<file path="src/inc/tcc_pkg.sv">
// Purpose: Shared constants for the timer capture/compare register block
// Assumes: 32-bit APB, one 100 MHz clock, synchronous active-high reset
// Notes:   Register offsets are word indices; byte address is index times four
package tcc_pkg;

  // Clock rate and data widths
  localparam int unsigned CLK_MHZ   = 100;
  localparam int unsigned CNT_W     = 16;
  localparam int unsigned CTRL_W    = 13;
  localparam int unsigned EDGE_W    = 4;
  localparam int unsigned IRQ_W     = 3;
  localparam int unsigned PRS_W     = 3;
  localparam int unsigned PRS_CNT_W = 7;

  // Register word indices (byte address = index * 4, upper bits dropped)
  localparam logic [31:0] IDX_CCR0 = 32'hffff_f5a6;
  localparam logic [31:0] IDX_CCR1 = 32'hffff_f5a8;
  localparam logic [31:0] IDX_CNT  = 32'h0fff_f5aa;
  localparam logic [31:0] IDX_CTRL = 32'hffff_f5b0;
  localparam logic [31:0] IDX_EDGE = 32'hffff_f5b1;
  localparam logic [31:0] IDX_STAT = 32'hffff_f5b2;
  localparam logic [31:0] IDX_MASK = 32'hffff_f5b3;

  // Reset and idle values
  localparam logic [15:0]       CCR_RST  = 16'h0000;
  localparam logic [15:0]       CNT_ZERO = 16'h0000;
  localparam logic [15:0]       CNT_IDLE = 16'hffff;
  localparam logic [CTRL_W-1:0] CTRL_RST = 13'h0000;
  localparam logic [EDGE_W-1:0] EDGE_RST = 4'h0;
  localparam logic [IRQ_W-1:0]  IRQ_RST  = 3'h0;

  // Control register field positions
  localparam int unsigned CTRL_CE     = 0;
  localparam int unsigned CTRL_MD_LSB = 1;
  localparam int unsigned CTRL_CCS0   = 4;
  localparam int unsigned CTRL_CCS1   = 5;
  localparam int unsigned CTRL_OE0    = 6;
  localparam int unsigned CTRL_OE1    = 7;
  localparam int unsigned CTRL_OL0    = 8;
  localparam int unsigned CTRL_OL1    = 9;
  localparam int unsigned CTRL_PRS    = 10;

  // Status and mask bit positions
  localparam int unsigned ST_CH0 = 0;
  localparam int unsigned ST_CH1 = 1;
  localparam int unsigned ST_OVF = 2;

  // Timer mode codes
  localparam logic [2:0] MD_INTERVAL = 3'h0;
  localparam logic [2:0] MD_EVENT    = 3'h1;
  localparam logic [2:0] MD_EXT_TRIG = 3'h2;
  localparam logic [2:0] MD_ONESHOT  = 3'h3;
  localparam logic [2:0] MD_PWM      = 3'h4;
  localparam logic [2:0] MD_FREE     = 3'h5;
  localparam logic [2:0] MD_PULSE    = 3'h6;

  // Capture edge select codes
  localparam logic [1:0] EDG_NONE = 2'h0;
  localparam logic [1:0] EDG_RISE = 2'h1;
  localparam logic [1:0] EDG_FALL = 2'h2;
  localparam logic [1:0] EDG_BOTH = 2'h3;

endpackage : tcc_pkg

</file>
<file path="src/rtl/tcc_edge_det.sv">
// Purpose: Valid-edge detector for one capture input pin
// Assumes: Pin is synchronous to clk
// Notes:   No edge is reported until one sample has been seen after reset
`timescale 1ns/1ps
module tcc_edge_det (
  input  wire logic       clk,   // System clock
  input  wire logic       reset, // Synchronous reset, active high
  input  wire logic       pin,   // Capture input pin level
  input  wire logic [1:0] sel,   // Edge select code
  input  wire logic       arm,   // Channel is in capture function
  output logic            hit    // Valid edge seen this cycle
);
  import tcc_pkg::*;

  typedef struct packed {
    logic prev;
    logic seen;
  } tcc_edge_t;

  tcc_edge_t st_ff;
  tcc_edge_t nxt_st;
  logic      rise;
  logic      fall;

  // Remember the last sample so edges can be found
  always_comb begin
    nxt_st      = st_ff;
    nxt_st.prev = pin;
    nxt_st.seen = 1'b1;
  end

  // Edge qualification; no-detect code suppresses capture entirely
  always_comb begin
    rise = st_ff.seen & pin & ~st_ff.prev;
    fall = st_ff.seen & ~pin & st_ff.prev;
    case (sel)
      EDG_RISE: hit = arm & rise;
      EDG_FALL: hit = arm & fall;
      EDG_BOTH: hit = arm & (rise | fall);
      default:  hit = 1'b0;
    endcase
  end

  always_ff @(posedge clk) begin
    if (reset) begin
      st_ff <= '0;
    end else begin
      st_ff <= nxt_st;
    end
  end

endmodule : tcc_edge_det

</file>
<file path="src/rtl/tcc_count_core.sv">
// Purpose: 16-bit up-counter with count-clock prescaler
// Assumes: enable is the count-enable bit
// Notes:   Idles at all ones; first tick after enable moves it to zero
`timescale 1ns/1ps
module tcc_count_core (
  input  wire logic                       clk,       // System clock
  input  wire logic                       reset,     // Synchronous reset, active high
  input  wire logic                       enable,    // Count enable
  input  wire logic [tcc_pkg::PRS_W-1:0]  prescale,  // Count clock = clk / 2^prescale
  input  wire logic                       clr_match, // Clear to zero on this tick
  input  wire logic                       clr_now,   // Clear to zero at once
  output logic      [tcc_pkg::CNT_W-1:0]  count,     // Counter value
  output logic                            tick,      // Count clock enable pulse
  output logic                            started,   // Counter has left idle
  output logic                            overflow   // Wrapped from all ones to zero
);
  import tcc_pkg::*;

  typedef struct packed {
    logic [PRS_CNT_W-1:0] presc;
    logic [CNT_W-1:0]     cnt;
    logic                 run;
    logic                 ovf;
  } tcc_cnt_t;

  tcc_cnt_t             st_ff;
  tcc_cnt_t             nxt_st;
  logic [PRS_CNT_W-1:0] pmask;

  // Divider mask: all ones below the selected power of two
  assign pmask = PRS_CNT_W'((8'h01 << prescale) - 8'h01);
  assign tick  = enable & ((st_ff.presc & pmask) == pmask);

  // Counting; the idle-to-zero step is not an overflow
  always_comb begin
    nxt_st     = st_ff;
    nxt_st.ovf = 1'b0;
    if (!enable) begin
      nxt_st.presc = '0;
      nxt_st.cnt   = CNT_IDLE;
      nxt_st.run   = 1'b0;
    end else begin
      nxt_st.presc = st_ff.presc + PRS_CNT_W'(1);
      if (clr_now) begin
        nxt_st.cnt = CNT_ZERO;
        nxt_st.run = 1'b1;
      end else if (tick) begin
        if (!st_ff.run) begin
          nxt_st.cnt = CNT_ZERO;
          nxt_st.run = 1'b1;
        end else if (clr_match) begin
          nxt_st.cnt = CNT_ZERO;
        end else begin
          nxt_st.cnt = st_ff.cnt + CNT_W'(1);
          nxt_st.ovf = (st_ff.cnt == CNT_IDLE);
        end
      end
    end
  end

  assign count    = st_ff.cnt;
  assign started  = st_ff.run;
  assign overflow = st_ff.ovf;

  always_ff @(posedge clk) begin
    if (reset) begin
      st_ff <= '{presc: '0, cnt: CNT_IDLE, run: 1'b0, ovf: 1'b0};
    end else begin
      st_ff <= nxt_st;
    end
  end

endmodule : tcc_count_core

</file>
<file path="src/rtl/tcc_top.sv">
// Purpose: Two capture/compare registers and a counter read buffer on APB
// Assumes: APB3 slave, one clock, capture pins synchronous to clk
// Notes:   Every access takes one wait state; read data is a snapshot
`timescale 1ns/1ps
module tcc_top (
  input  wire logic        clk,              // System clock, 100 MHz
  input  wire logic        reset,            // Synchronous reset, active high
  input  wire logic        psel,             // APB select
  input  wire logic        penable,          // APB access phase
  input  wire logic        pwrite,           // APB write
  input  wire logic [31:0] paddr,            // APB byte address
  input  wire logic [31:0] pwdata,           // APB write data
  output logic      [31:0] prdata,           // APB read data
  output logic             pready,           // APB ready
  output logic             pslverr,          // APB error for unmapped address
  input  wire logic        capture_in_pin_0, // Capture trigger, channel 0
  input  wire logic        capture_in_pin_1, // Capture trigger, channel 1
  output logic             timer_out_pin_0,  // Timer output 0
  output logic             timer_out_pin_1,  // Timer output 1
  output logic             ch0_match_irq,    // Channel 0 event pulse
  output logic             ch1_match_irq,    // Channel 1 event pulse
  output logic             irq               // Combined masked interrupt level
);
  import tcc_pkg::*;

  // All top-level state in one record
  typedef struct packed {
    logic [1:0][CNT_W-1:0] ccr;
    logic [1:0][CNT_W-1:0] bufr;
    logic [CTRL_W-1:0]     ctrl;
    logic [EDGE_W-1:0]     edge_sel;
    logic [IRQ_W-1:0]      status;
    logic [IRQ_W-1:0]      mask;
    logic                  pend;
    logic                  ce_prev;
    logic [1:0]            tog;
    logic [1:0]            pin;
    logic [1:0]            ev;
    logic                  irq;
    logic                  ack;
    logic [31:0]           rdata;
    logic                  err;
  } tcc_state_t;

  tcc_state_t        st_ff;
  tcc_state_t        nxt_st;

  // Decoded control fields
  logic              ce;
  logic [2:0]        mode;
  logic [1:0]        ccs;
  logic [1:0]        oe;
  logic [1:0]        ol;
  logic [PRS_W-1:0]  prs;
  logic              batch;
  logic              cyc_mode;
  logic              start;

  // Per-channel function and events
  logic [1:0]        is_cmp;
  logic [1:0]        is_cap;
  logic [1:0]        edge_hit;
  logic [1:0]        cap;
  logic [1:0]        match;
  logic [1:0]        cap_pins;

  // Counter interface
  logic [CNT_W-1:0]  count;
  logic              tick;
  logic              started;
  logic              overflow;
  logic              clr_match;
  logic              clr_now;
  logic              ovf_ev;

  // Bus decode
  logic              access;
  logic              take;
  logic              wr_fire;
  logic [6:0]        hit;
  logic [31:0]       rd_mux;
  logic              rd_err;
  logic [IRQ_W-1:0]  w1c;

  // Word decode against the index; the index bits above bit 29 are dropped
  function automatic logic idx_hit(input logic [31:0] addr, input logic [31:0] idx);
    idx_hit = (addr[31:2] == idx[29:0]);
  endfunction : idx_hit

  // Control fields
  assign ce       = st_ff.ctrl[CTRL_CE];
  assign mode     = st_ff.ctrl[CTRL_MD_LSB +: 3];
  assign ccs      = {st_ff.ctrl[CTRL_CCS1], st_ff.ctrl[CTRL_CCS0]};
  assign oe       = {st_ff.ctrl[CTRL_OE1], st_ff.ctrl[CTRL_OE0]};
  assign ol       = {st_ff.ctrl[CTRL_OL1], st_ff.ctrl[CTRL_OL0]};
  assign prs      = st_ff.ctrl[CTRL_PRS +: PRS_W];
  assign batch    = (mode == MD_EXT_TRIG) | (mode == MD_PWM);
  assign cyc_mode = (mode <= MD_PWM);
  assign start    = ce & ~st_ff.ce_prev;
  assign cap_pins = {capture_in_pin_1, capture_in_pin_0};

  // Function of each channel by mode and select bit (0 compare, 1 capture)
  always_comb begin
    for (int i = 0; i < 2; i++) begin
      is_cap[i] = (mode == MD_PULSE) | ((mode == MD_FREE) & ccs[i]);
      is_cmp[i] = ~is_cap[i] & (mode <= MD_FREE);
    end
  end

  // One edge detector and one match comparator per channel
  for (genvar g = 0; g < 2; g++) begin : g_chan
    tcc_edge_det u_edge (
      .clk   (clk),
      .reset (reset),
      .pin   (cap_pins[g]),
      .sel   (st_ff.edge_sel[2*g +: 2]),
      .arm   (is_cap[g] & ce),
      .hit   (edge_hit[g])
    );
    assign cap[g]   = edge_hit[g];
    assign match[g] = ce & started & tick & is_cmp[g] & (count == st_ff.bufr[g]);
  end

  // Channel 0 match ends the cycle except in free-run; pulse width capture restarts at once
  assign clr_match = match[0] & cyc_mode;
  assign clr_now   = (mode == MD_PULSE) & (|cap);
  assign ovf_ev    = overflow & ((mode == MD_FREE) | (mode == MD_PULSE));

  tcc_count_core u_count (
    .clk       (clk),
    .reset     (reset),
    .enable    (ce),
    .prescale  (prs),
    .clr_match (clr_match),
    .clr_now   (clr_now),
    .count     (count),
    .tick      (tick),
    .started   (started),
    .overflow  (overflow)
  );

  // APB phases: first access edge snapshots, second completes
  assign access  = psel & penable;
  assign take    = access & ~st_ff.ack;
  assign wr_fire = access & st_ff.ack & pwrite;
  assign hit     = {idx_hit(paddr, IDX_MASK), idx_hit(paddr, IDX_STAT),
                    idx_hit(paddr, IDX_EDGE), idx_hit(paddr, IDX_CTRL),
                    idx_hit(paddr, IDX_CNT),  idx_hit(paddr, IDX_CCR1),
                    idx_hit(paddr, IDX_CCR0)};

  // Read mux; narrow registers sit in the low bits, upper bits read zero
  always_comb begin
    rd_mux = 32'h0000_0000;
    rd_err = 1'b0;
    case (1'b1)
      hit[0]: rd_mux = {16'h0000, st_ff.ccr[0]};
      hit[1]: rd_mux = {16'h0000, st_ff.ccr[1]};
      hit[2]: rd_mux = {16'h0000, (ce ? count : CNT_ZERO)};
      hit[3]: rd_mux = {19'h0_0000, st_ff.ctrl};
      hit[4]: rd_mux = {28'h000_0000, st_ff.edge_sel};
      hit[5]: rd_mux = {29'h0000_0000, st_ff.status};
      hit[6]: rd_mux = {29'h0000_0000, st_ff.mask};
      default: rd_err = 1'b1;
    endcase
  end

  // Write-one-to-clear strobes for the status register
  assign w1c = (wr_fire & hit[5]) ? pwdata[IRQ_W-1:0] : IRQ_RST;

  // Next-state of the whole block
  always_comb begin
    nxt_st         = st_ff;
    nxt_st.ev      = 2'b00;
    nxt_st.ce_prev = ce;

    // Bus handshake; the snapshot keeps a read stable against a capture
    if (take) begin
      nxt_st.ack   = 1'b1;
      nxt_st.rdata = pwrite ? 32'h0000_0000 : rd_mux;
      nxt_st.err   = rd_err;
    end else if (st_ff.ack) begin
      nxt_st.ack   = 1'b0;
    end

    // Register writes; a counter read buffer hit writes nothing
    if (wr_fire) begin
      for (int i = 0; i < 2; i++) begin
        if (hit[i]) begin
          nxt_st.ccr[i] = pwdata[CNT_W-1:0];
          if (!batch) begin
            nxt_st.bufr[i] = pwdata[CNT_W-1:0];
          end
        end
      end
      if (batch && hit[1]) begin
        nxt_st.pend = 1'b1;
      end
      if (hit[3]) begin
        nxt_st.ctrl = pwdata[CTRL_W-1:0];
      end
      if (hit[4]) begin
        nxt_st.edge_sel = pwdata[EDGE_W-1:0];
      end
      if (hit[6]) begin
        nxt_st.mask = pwdata[IRQ_W-1:0];
      end
    end

    // Counting start loads both buffers from the registers
    if (start) begin
      nxt_st.bufr = st_ff.ccr;
      nxt_st.pend = 1'b0;
    end else if (clr_match && st_ff.pend) begin
      nxt_st.bufr = st_ff.ccr;
      nxt_st.pend = 1'b0;
    end

    // Capture wins over a same-cycle software write of that register
    for (int i = 0; i < 2; i++) begin
      if (cap[i]) begin
        nxt_st.ccr[i] = count;
      end
    end

    // Output toggles on match; levels rest at their idle setting
    for (int i = 0; i < 2; i++) begin
      if (!ce) begin
        nxt_st.tog[i] = 1'b0;
      end else if (match[i] && oe[i]) begin
        nxt_st.tog[i] = ~st_ff.tog[i];
      end
      nxt_st.pin[i] = nxt_st.tog[i] ^ ol[i];
      nxt_st.ev[i]  = match[i] | cap[i];
    end

    // Sticky status: a new event beats a clear in the same cycle
    nxt_st.status = (st_ff.status & ~w1c) | {ovf_ev, nxt_st.ev};
    nxt_st.irq    = |(nxt_st.status & nxt_st.mask);
  end

  // State register; reset clears both capture/compare registers
  always_ff @(posedge clk) begin
    if (reset) begin
      st_ff <= '{ccr: {CCR_RST, CCR_RST}, bufr: {CCR_RST, CCR_RST},
                 ctrl: CTRL_RST, edge_sel: EDGE_RST, status: IRQ_RST,
                 mask: IRQ_RST, pend: 1'b0, ce_prev: 1'b0, tog: 2'b00,
                 pin: 2'b00, ev: 2'b00, irq: 1'b0, ack: 1'b0,
                 rdata: 32'h0000_0000, err: 1'b0};
    end else begin
      st_ff <= nxt_st;
    end
  end

  // Outputs; pready and pslverr are the only combinational ones
  assign pready          = access & st_ff.ack;
  assign prdata          = st_ff.rdata;
  assign pslverr         = pready & st_ff.err;
  assign timer_out_pin_0 = st_ff.pin[0];
  assign timer_out_pin_1 = st_ff.pin[1];
  assign ch0_match_irq   = st_ff.ev[0];
  assign ch1_match_irq   = st_ff.ev[1];
  assign irq             = st_ff.irq;

endmodule : tcc_top

</file>
<file path="config.mk">
export PLATFORM = sky130hd
export DESIGN_NAME = tcc_top
export DESIGN_NICKNAME = d
export VERILOG_FILES = /design/src/inc/tcc_pkg.sv /design/src/rtl/tcc_edge_det.sv /design/src/rtl/tcc_count_core.sv /design/src/rtl/tcc_top.sv
export SDC_FILE = /design/constraint.sdc
export NUM_CORES = 1
export LEC_CHECK = 0
export ABC_CLOCK_PERIOD_IN_PS = 6000
export BUFFER_PORTS_ARGS = -buffer_cell sky130_fd_sc_hd__buf_2
export CAP_MARGIN = 20
export CELL_PAD_IN_SITES_DETAIL_PLACEMENT = 0
export CELL_PAD_IN_SITES_GLOBAL_PLACEMENT = 1
export CORE_MARGIN = 5
export CORE_UTILIZATION = 42
export CTS_CLUSTER_DIAMETER = 150
export CTS_CLUSTER_SIZE = 20
export DETAILED_ROUTE_END_ITERATION = 12
export PLACE_DENSITY = 0.74
export SETUP_SLACK_MARGIN = 0.05
export SLEW_MARGIN = 30
export SYNTH_ARGS = -nofsm -noshare
export SYNTH_HDL_FRONTEND = slang
export SYNTH_SLANG_ARGS = --single-unit
</file>
<file path="constraint.sdc">
create_clock -name clk -period 6 [get_ports clk]
set_input_delay 0.6 -clock clk [delete_from_list [all_inputs] [get_ports clk]]
set_output_delay 0.6 -clock clk [all_outputs]
set_load 0.02 [all_outputs]
</file>
# Word level (Yosys, flattened, before mapping)
# Cells that the tools add are included.
dict set report word_totals {
  ff_bits 159
  latchBits 0
  mem_bits_rw 0
  mem_bits_ro 0
  inputBits 71
  word_cells 189
  n_memories 0
}
dict set report classes {
  n_addsub 3
  n_mul 0
  div_mod_pow 0
  order_cmp 2
  n_eq_ne 22
  n_shift 1
  muxes 47
  bitwise_logic 65
  n_reduce_logical 24
}
# operator n
set ops {}
lappend ops {{2-to-1 mux 16 bit} 13}
lappend ops {{equality test 30 bit, second input constant} 6}
lappend ops {{2-to-1 mux 32 bit} 3}
lappend ops {{2-to-1 mux 81 bit} 1}
lappend ops {{AND 1 bit} 37}
lappend ops {{equality test 16 bit} 2}
lappend ops {{equality test 30 x 28 -> 1 bit, second input constant} 1}
lappend ops {{2-to-1 mux 13 bit} 2}
lappend ops {{2-to-1 mux 18 bit} 1}
lappend ops {{2-to-1 mux 1 bit} 17}
lappend ops {{2-to-1 mux 17 bit} 1}
lappend ops {{adder 16 x 1 -> 16 bit, second input constant} 1}
lappend ops {{equality test 16 bit, second input constant} 1}
lappend ops {{NOT 1 bit} 13}
lappend ops {{2-to-1 mux 3 bit} 4}
lappend ops {{2-to-1 mux 4 bit} 3}
lappend ops {{AND reduction 2 bit} 5}
lappend ops {{nonzero test 2 bit} 5}
lappend ops {{equality test 3 bit, second input constant} 3}
lappend ops {{nonzero test 3 bit} 3}
lappend ops {{equality test 2 bit, second input constant} 4}
lappend ops {{bitwise OR 1 bit} 8}
lappend ops {{adder 7 x 1 -> 7 bit, second input constant} 1}
lappend ops {{AND 7 bit} 1}
lappend ops {{other kinds (17)} 28}

# Depth between registers and ports, before layout
# Gate-level depths: netlist (run 1).
dict set report logic_depth {
  word_depth 13
  mapped_depth 12
  mapped_depth_nobuf 9
}

# Cells and area by module
# Synthesis (run 1) repeated with hierarchy kept, for this count alone.
dict set report unflattened {
  cells_unflattened 925
  area_unflattened_um2 7634.8
}
# mod n_inst cells_per_inst area_per_inst_um2 seq_area_each_um2
set modules_own_cells {}
lappend modules_own_cells {tcc_top 1 733 6033.3 2282.2}
lappend modules_own_cells {tcc_count_core 1 176 1446.4 500.5}
lappend modules_own_cells {tcc_edge_det 2 8 77.6 40.0}

# Worst setup path before layout (run 1)
# Ideal clock, no wire load.
dict set report synth_timing {
  kind {register to register}
  start {reg st_ff (netlist bit prs[1])}
  end {reg st_ff[66] (netlist name)}
  arrival_ns 2.666
  setup_slack_ns 3.213
  stages_incl_launch_ff 12
  period_less_slack_ns 2.787
  cell_sequence {dfxtp_1 > buf_4 > or3_1 > ha_1 > or4b_1 > a21oi_2 > a2111o_2 > nor2_2 > a41o_1 > buf_6 > buf_6 > mux2_4}
}
dict set report synth_via {
  elab_chain_len 12
}
# item line_no
set synth_lines {}
lappend synth_lines {{start, declared} tcc_top.sv:45} ;# tcc_state_t st_ff;
lappend synth_lines {{start signal, assigned} tcc_top.sv:244} ;# st_ff <= '{ccr: {CCR_RST, CCR_RST}, bufr: {CCR_RST, CCR_RST},
lappend synth_lines {{start signal, assigned} tcc_top.sv:250} ;# st_ff <= nxt_st;
lappend synth_lines {{<< shifter 1 x 3 -> 7 bit (*)} tcc_count_core.sv:31} ;# assign pmask = PRS_CNT_W'((8'h01 << prescale) - 8'h01);
lappend synth_lines {{subtractor 7 x 1 -> 7 bit (*)} tcc_count_core.sv:31}
lappend synth_lines {{AND 7 bit} tcc_count_core.sv:32} ;# assign tick = enable & ((st_ff.presc & pmask) == pmask);
lappend synth_lines {{equality test 7 bit (*)} tcc_count_core.sv:32}
lappend synth_lines {{AND 1 bit (*)} tcc_count_core.sv:32}
lappend synth_lines {{AND 1 bit (*) (3 in a row)} tcc_top.sv:121} ;# assign match[g] = ce & started & tick & is_cmp[g] & (count == st_ff.bufr[g]);
lappend synth_lines {{AND 1 bit (*)} tcc_top.sv:125} ;# assign clr_match = match[0] & cyc_mode;
lappend synth_lines {{logical AND 1 bit (*)} tcc_top.sv:213} ;# end else if (clr_match && st_ff.pend) begin
lappend synth_lines {{!= test 3 x 1 -> 1 bit (no line) (tied with other cells)} --}
lappend synth_lines {{AND reduction 3 bit (no line) or 2-to-1 mux 32 bit (tied branches)} --}
# Every way passes the cells marked *; elsewhere a longest branch is shown, timed or not.
# A chain may end at the register's enable or synchronous reset.

# Final worst setup path (run 1)
dict set report layout_timing {
  start {reg st_ff (netlist bit prs[1])}
  end {reg st_ff[82] (netlist name)}
}
# Same word-level chain as after synthesis.

==> results of run 1 <==
power by group:
part	switching [W]	total (W)	leakage [nW]	internal (W)
Clock	0.000437	0.00103	0.263	0.000592
Sequential	0.000000835	0.000945	1.15	0.000944
Combinational	0.0000627	0.0000867	1.90	0.0000240
per-layer routing:
metal	track usage	routed length [um]	vias to the layer above
li1	-	-	3483
met1	0.321	11400	3476
met2	0.370	12000	239
met3	0.0466	1590	32
met4	0.0636	475	0
met5	0	0	-
cell families after synthesis:
group,Yosys count
buf+inv,118
simple gates,416
mux,63
compound gates,199
other cells,1
flops,142
xor+xnor,40
fa+ha+maj,3
how the worst min path moves through the flow:
stage	to	slack, ns	start
floorplan	prdata[3]$_SDFFE_PP0P_	0.43	prdata[3]$_SDFFE_PP0P_
global placement	prdata[9]$_SDFFE_PP0P_	0.44	prdata[9]$_SDFFE_PP0P_
detailed placement	prdata[15]$_SDFFE_PP0P_	0.44	prdata[15]$_SDFFE_PP0P_
CTS	g_chan[1].u_edge.st_ff[1]$_SDFF_PP0_	0.39	capture_in_pin_1
global route	g_chan[0].u_edge.st_ff[1]$_SDFF_PP0_	0.41	capture_in_pin_0
finish	g_chan[0].u_edge.st_ff[1]$_SDFF_PP0_	0.41	capture_in_pin_0
per-stage QoR:
stage                     power [W]  hold slack, ns  cell area [sq um]   util
after global routing        0.00212           0.411               9050  0.468
after global placement      0.00105           0.439               8450  0.437
after floorplan             0.00102           0.426               8250      -
final                       0.00206           0.407               9050  0.468
after detailed placement    0.00105           0.444               8470  0.438
after CTS                   0.00207           0.394               9040  0.468
flip-flops by register name, summed over array words and instances, names as in the netlist, 2 cells and up:
register and cells:
ol 2, ccs 2, u_count.st_ff 7, prs 3
u_count.count 16, mode 3, prdata 16, g_chan.u_edge.st_ff 3
oe 2, st_ff 80
cell usage in the layout (no fill, tap or decap), types with 4 or more instances in the layout:
master                         n
sky130_fd_sc_hd__xnor2_1       4
sky130_fd_sc_hd__nor4_2        4
sky130_fd_sc_hd__nor2_1       64
sky130_fd_sc_hd__a31o_2        4
sky130_fd_sc_hd__a221oi_1      9
sky130_fd_sc_hd__a211o_1      14
sky130_fd_sc_hd__nand2_1     160
sky130_fd_sc_hd__mux2_4       29
sky130_fd_sc_hd__nand2b_1     11
sky130_fd_sc_hd__a211oi_1     14
sky130_fd_sc_hd__and2_1       10
sky130_fd_sc_hd__or2_2         9
sky130_fd_sc_hd__clkbuf_16    17
sky130_fd_sc_hd__nand3b_1      5
sky130_fd_sc_hd__dfxtp_1     142
sky130_fd_sc_hd__a21oi_1      46
sky130_fd_sc_hd__o221ai_1     13
sky130_fd_sc_hd__inv_1         9
sky130_fd_sc_hd__nor2b_1      38
sky130_fd_sc_hd__o211ai_1      4
sky130_fd_sc_hd__a31oi_1      18
sky130_fd_sc_hd__clkinvlp_4    6
sky130_fd_sc_hd__nor3_1       11
sky130_fd_sc_hd__mux2i_1      27
sky130_fd_sc_hd__buf_2        74
sky130_fd_sc_hd__nand4_1      15
sky130_fd_sc_hd__buf_4        11
sky130_fd_sc_hd__o21ai_1       9
sky130_fd_sc_hd__o21ai_0      24
sky130_fd_sc_hd__nor4_1       13
sky130_fd_sc_hd__a311oi_1     16
sky130_fd_sc_hd__or4_1         5
sky130_fd_sc_hd__and3_1       10
sky130_fd_sc_hd__xor2_1       36
sky130_fd_sc_hd__nand3_1      32
sky130_fd_sc_hd__mux2_1        5
sky130_fd_sc_hd__conb_1       16
final cells by class:
class / instances / area (sq um)
clock buffer: 19 / 453
clock inverter: 13 / 116
fill: 1951 / 10300
inverter: 10 / 37.5
multi-input combinational: 737 / 4820
sequential: 142 / 2840
tap: 265 / 332
timing repair buffer: 85 / 453
==> qor_table.md, run 1 <==
| Item | This run |
|:---|:---|
| Status | finished clean |
| Count of maximum capacitance violations | 0 |
| Synthesis warning total | 0 |
| Wire length of the first global-routing pass | 39,800 um |
| Post-layout minimum cycle time | 3.29 ns |
| Maximum buffer depth of the clock tree | 2 |
| HPWL after DPL | 17,500 um |
| Mux share of post-synthesis cell area | 0.0985 |
| Area share of the leading cell type in the synthesized netlist | 0.347 |
| Post-Syn Area per Cell | 8.34 sq um |
| Number of max-slew violations in the final report | 0 |
| Hold-critical path depth | 2 |
| Nets | 1,067 |
| Setup repair after global routing missed its margin | no |
| Main combinational cell family by area after synthesis | simple AND/OR/NAND/NOR gates |
| Critical-path cell list | or3_1, ha_1, o21a_1, o41ai_1, a2111o_2, nor2_2, a41o_4, mux2_1 |
| Worst path slowest cell | sky130_fd_sc_hd__a41o_4 |
| Count of placed standard cells including taps | 1,239 |
| Area share of fa/ha/maj cells after synthesis | 0.00458 |
| Final cycle utilization of the critical path | 0.548 |
| Final estimated routing congestion in global placement | 0.845 |
| Crit end category | register |
| R2r worst-path depth | 8 |
| Leading register cell type out of synthesis | sky130_fd_sc_hd__dfxtp_1 |
| Number of global-route vias before repair | 6,816 |
| Post-DRT Antenna Nets | 0 |
| Number of port buffers | 75 |
| Number of top-level design ports | 110 |
| Ratio of cells with drive above 1 in the final layout | 0.185 |
| Antenna violations before repair | 0 |
| Setup Total Neg Slack | 0 ns |
| Skew-Pair Late Insertion Delay | 0.43 ns |
| Crit path DAT | 3.60 ns |
| Width of the die | 150 um |
| Crit Reg-Reg Startpoint | prs[1]$_SDFFE_PP0P_ |
| Slew @ Worst Pin | 0.967 ns |
| Pin count of the biggest net entering global routing | 54 |
| Simple-gate area share of the yosys netlist | 0.261 |
| CP bufs+invs | 0 |
| Total wire length after detailed routing | 25,400 um |
| Synthesized netlist cell count | 982 |
| Crit path launch | prs[1]$_SDFFE_PP0P_ |
| CTS tree | built |
| Fraction of synthesis flops using an asynchronous set or reset pin | 0 |
| Total via count after detailed routing | 7,230 |
| Normalized max-slew margin | 0.354 |
| Number of placement rows | 51 |
| CP Class | reg2reg |
| Type of the most critical hold path | in2reg |
| Maximum clock skew at final layout | 0.00956 ns |
| Area of the core | 19,300 sq um |
| CTS Buf Count | 17 |
| Average routed wire per standard cell | 20.0 um |
| Worst slack at placement | 2.46 ns |
| Final Setup Violations | 0 |
| Crit path largest cell delay | 0.67 ns |
| Dominant cells by area after synthesis | sky130_fd_sc_hd__dfxtp_1 35%, sky130_fd_sc_hd__nand2_1 7.3%, sky130_fd_sc_hd__mux2_4 5.3% |
| End of the critical path | st_ff[82]$_SDFFE_PP0P_ |
| Overall die height | 150 um |
| Number of setup buffers added after CTS | 0 |
| Router iterations before antenna repair | 5 |
| Required time at the worst-slack endpoint | 6.31 ns |
| Overall overflow remaining after global route | 0 |
| Nature of the critical path startpoint | register |
| Cell type group with the largest total delay on the critical path | compound AO/OA/AOI/OAI gates |
| Synth Area in XOR/XNOR | 0.0428 |
| Relative area change from synthesis to final layout | 10.5% |
| CTS H-tree depth | 4 |
| Clock transition at the register clock pins on the worst setup and hold paths after CTS | 0.06 ns |
| Max VDD drop | 0.000166 V |
| Number of violations reported at the end of detailed-routing iteration 0 | 574 |
| Most instantiated library cell after synthesis | sky130_fd_sc_hd__nand2_1 |
| Antenna fix cells | 0 |
| Static power due to leakage | 3.30 nW |
| Number of remaining DRC errors | 0 |
| Detailed-route vias per instance | 5.69 |
| Overall track demand over capacity in global routing | 0.232 |
| Initial core utilization | 0.424 |
| Number of hold violations in the final report | 0 |
| Number of synthesized flops with an enable pin | 0 |
| Register-to-Register Setup Slack | 2.71 ns |
| # resized after CTS | 0 |
| Fmax achieved | 304 MHz |
| Largest driver fanout on the critical path | 33 |
| Hold bufs inserted after CTS | 0 |
| Final worst-path setup slack | 2.71 ns |
| Non-filler cells, final | 1,271 |
| Synth cell count leaders | 160 x sky130_fd_sc_hd__nand2_1, 142 x sky130_fd_sc_hd__dfxtp_1, 64 x sky130_fd_sc_hd__nor2_1 |
| DIE AREA | 22,400 sq um |
| Destination of the worst register-to-register timing path | st_ff[82]$_SDFFE_PP0P_ |
| Netlist area before placement | 8190 sq um |
| Library cell with the largest summed area after synthesis | sky130_fd_sc_hd__dfxtp_1 |
| Fraction of the mapped netlist area in compound gates | 0.170 |
| Number of logic stages on the critical path including buffering | 8 |
| Power per cell area | 228 nW/um^2 |
| Clock net sink count | 142 |
| Seq cells post-synth | 142 |
| Sequential fraction of the synthesis area | 0.347 |
| Count of cell types in the netlist | 81 |
| Clock Root Buffer | sky130_fd_sc_hd__clkbuf_16 |
Note: power is estimated with default switching activity, not from simulation.
==> run 2, diff against run 1 <==
Settings changed: ABC_CLOCK_PERIOD_IN_PS 6000 to 2800, CORE_UTILIZATION 42 to 39, PLACE_DENSITY 0.74 to 0.72.
Clock period 6 ns to 2.8 ns, I/O delays scaled along.
==> run 2 against run 1 <==
  * Final cell count is 4.6% higher
  * Via count is 4.2% higher
  * Combinational power is 120% higher
  * Clock-buffer cell count is 3 higher
  * Sequential cell count stayed put
  * Clock power is 140% higher
  * Design area is 6.2% higher
  * Worst hold slack worse by 0.32 ns
  * Global-route usage is 0.95 points lower
  * Critical path type unchanged
  * Critical endpoint is now st_ff[68]$_SDFFE_PP0P_
  * Highest routed layer unchanged
==> qor_table.md, run 2 (same netlist as run 1, synthesis figures left out) <==
| Item | This run | Delta |
|:---|:---|:---|
| Hold bufs inserted after CTS | 0 | unchanged |
| Post-layout minimum cycle time | 2.70 ns | -0.586 ns |
| Detailed-route vias per instance | 5.67 | -0.30% |
| Layout Utilization | 0.462 | -0.00635 |
| Number of remaining DRC errors | 0 | unchanged |
| Relative area change from synthesis to final layout | 17.4% |  |
| Destination of the worst register-to-register timing path | st_ff[68]$_SDFFE_PP0P_ |  |
| Number of placement rows | 53 | +3.9% |
| Wire length of the first global-routing pass | 41,600 um | +4.4% |
| Static power due to leakage | 3.64 nW | +10% |
| Clock transition at the register clock pins on the worst setup and hold paths after CTS | 0.06 ns | about the same |
| Worst path slowest cell | sky130_fd_sc_hd__or4b_4 |  |
| DIE AREA | 24,000 sq um | +7.2% |
| Skew-Pair Late Insertion Delay | 0.43 ns | about the same |
| Router iterations before antenna repair | 5 | unchanged |
| Type of the most critical hold path | in2reg |  |
| CTS tree | built |  |
| Initial core utilization | 0.393 | -0.0303 |
| Register-to-Register Setup Slack | 0.1 ns | -2.61 ns |
| Critical-path cell list | or3_4, ha_4, or4b_4, a21oi_4, a2111o_2, nor2_4, a41o_4, clkbuf_16, mux2_4 |  |
| Normalized max-slew margin | 0.520 | +0.166 |
| Filler instances | 2,065 | +5.8% |
| CTS H-tree depth | 4 | unchanged |
| Hold Worst Slack | 0.0853 ns | -0.322 ns |
| Required time at the worst-slack endpoint | 3.12 ns | -3.19 ns |
| Final cycle utilization of the critical path | 0.966 | +0.417 |
| Clock Root Buffer | sky130_fd_sc_hd__clkbuf_16 |  |
| Ratio of cells with drive above 1 in the final layout | 0.225 | +0.0400 |
| Crit path largest cell delay | 0.53 ns | -0.14 ns |
| Fmax achieved | 370 MHz | +22% |
| Antenna violations before repair | 0 | unchanged |
| Crit path DAT | 3.02 ns | -0.58 ns |
| Slew @ Worst Pin | 0.714 ns | -0.252 ns |
| Number of port buffers | 75 | unchanged |
| Register name with the most flops | st_ff |  |
| Total wire length after detailed routing | 27,200 um | +6.7% |
| Final Setup Violations | 0 | unchanged |
| Area of the core | 20,800 sq um | +7.7% |
| Final estimated routing congestion in global placement | 0.833 | -1.4% |
| Pin count of the biggest net entering global routing | 99 | +83% |
| HPWL after DPL | 18,800 um | +7.5% |
| Number of violations reported at the end of detailed-routing iteration 0 | 588 | +2.4% |
| R2r worst-path depth | 9 | +1 |
| Commonest cells after routing, fill and taps aside | 160 x sky130_fd_sc_hd__nand2_1, 141 x sky130_fd_sc_hd__dfxtp_1, 74 x sky130_fd_sc_hd__buf_2 |  |
| Largest driver fanout on the critical path | 9 | -73% |
| Crit end category | register |  |
| Power per cell area | 487 nW/um^2 | +110% |
| Antenna fix cells | 0 | unchanged |
| Post-DRT Antenna Nets | 0 | unchanged |
| Status | finished clean |  |
| Width of the die | 155 um | +3.5% |
| CP Class | reg2reg |  |
| Overall track demand over capacity in global routing | 0.223 | -0.00949 |
| Average routed wire per standard cell | 20.4 um | +2.1% |
| Clock net sink count | 142 | unchanged |
| Setup repair after global routing missed its margin | no |  |
| Overall die height | 155 um | +3.5% |
| Nets | 1,115 | +4.5% |
| Number of hold violations in the final report | 0 | unchanged |
| Number of top-level design ports | 110 | unchanged |
| Number of flip-flops under the largest register name | 80 | unchanged |
| Crit path launch | prs[0]$_SDFFE_PP0P_ |  |
| Maximum buffer depth of the clock tree | 2 | unchanged |
| Crit Reg-Reg Startpoint | prs[0]$_SDFFE_PP0P_ |  |
| Number of max-slew violations in the final report | 0 | unchanged |
| End of the critical path | st_ff[68]$_SDFFE_PP0P_ |  |
| Total via count after detailed routing | 7,537 | +4.2% |
| Most frequent standard cell in the layout excluding fill and tap cells | sky130_fd_sc_hd__nand2_1 |  |
| Overall overflow remaining after global route | 0 | unchanged |
| Nature of the critical path startpoint | register |  |
| Count of maximum capacitance violations | 0 | unchanged |
| CTS Buf Count | 17 | unchanged |
| Setup Total Neg Slack | 0 ns | unchanged |
| Max VDD drop | 0.000382 V | +130% |
| Number of global-route vias before repair | 7,172 | +5.2% |
| Maximum clock skew at final layout | 0.00763 ns | -0.00193 ns |
run 2: power by group:
group	switching, W	internal [W]
clock network	0.000910	0.00156
logic	0.000134	0.0000544
registers	0.00000192	0.00202
run 2: cell type report:
type | instances | area, sq um | share of cell area
tap | 275 | 344 | 0.0358
clock buffer | 22 | 474 | 0.0493
timing repair buffer | 133 | 898 | 0.0934
multi-input combinational | 737 | 4860 | 0.505
clock inverter | 10 | 160 | 0.0167
inverter | 10 | 37.5 | 0.00390
sequential | 142 | 2840 | 0.296
run 2: worst max-delay path: cells and delay by family (launching register included):
family | cells | cell delay, ns
AND/OR/NAND/NOR | 3 | 0.98
AO/OA/AOI/OAI | 3 | 0.62
flip-flops | 1 | 0.31
multiplexers | 1 | 0.30
buffers and inverters | 1 | 0.20
adder cells (fa/ha/maj) | 1 | 0.18
run 2: worst min path at each step:
| stage | cells past startpoint | from | to |
|---|---|---|---|
| after floorplan | 1 | capture_in_pin_0 | g_chan[0].u_edge.st_ff[1]$_SDFF_PP0_ |
| final | 2 | capture_in_pin_0 | g_chan[0].u_edge.st_ff[1]$_SDFF_PP0_ |
| after CTS | 2 | capture_in_pin_0 | g_chan[0].u_edge.st_ff[1]$_SDFF_PP0_ |
| after detailed placement | 2 | prdata[13]$_SDFFE_PP0P_ | prdata[13]$_SDFFE_PP0P_ |
| after global routing | 2 | capture_in_pin_1 | g_chan[1].u_edge.st_ff[1]$_SDFF_PP0_ |
| after global placement | 2 | prdata[2]$_SDFFE_PP0P_ | prdata[2]$_SDFFE_PP0P_ |
run 2: timing repair:
action	in CTS	in global routing
setup endpoints to repair	3	35
cloned	0	2
buffers inserted	0	2
resized for setup	3	6
pin swaps	2	4
run 2: per-layer routing:
metal  global-route usage  part of all wire  vias up
li1                     -                 -     3578
met1                0.309              0.45     3652
met2                0.353              0.46      265
met3               0.0376             0.057       42
met4               0.0706             0.024        0
met5                    0                 0        -
run 2: stage by stage:
stage               power [W]  cell area (sq um)  std cells  worst slack, ns
global route          0.00480               9620       1329           0.0332
finish                0.00469               9620       1329           0.0963
detailed placement    0.00226               8860       1293           0.0382
global placement      0.00226               8860       1293           0.0783
floorplan             0.00218               8290        997           0.0517
CTS                   0.00470               9520       1325           0.0416
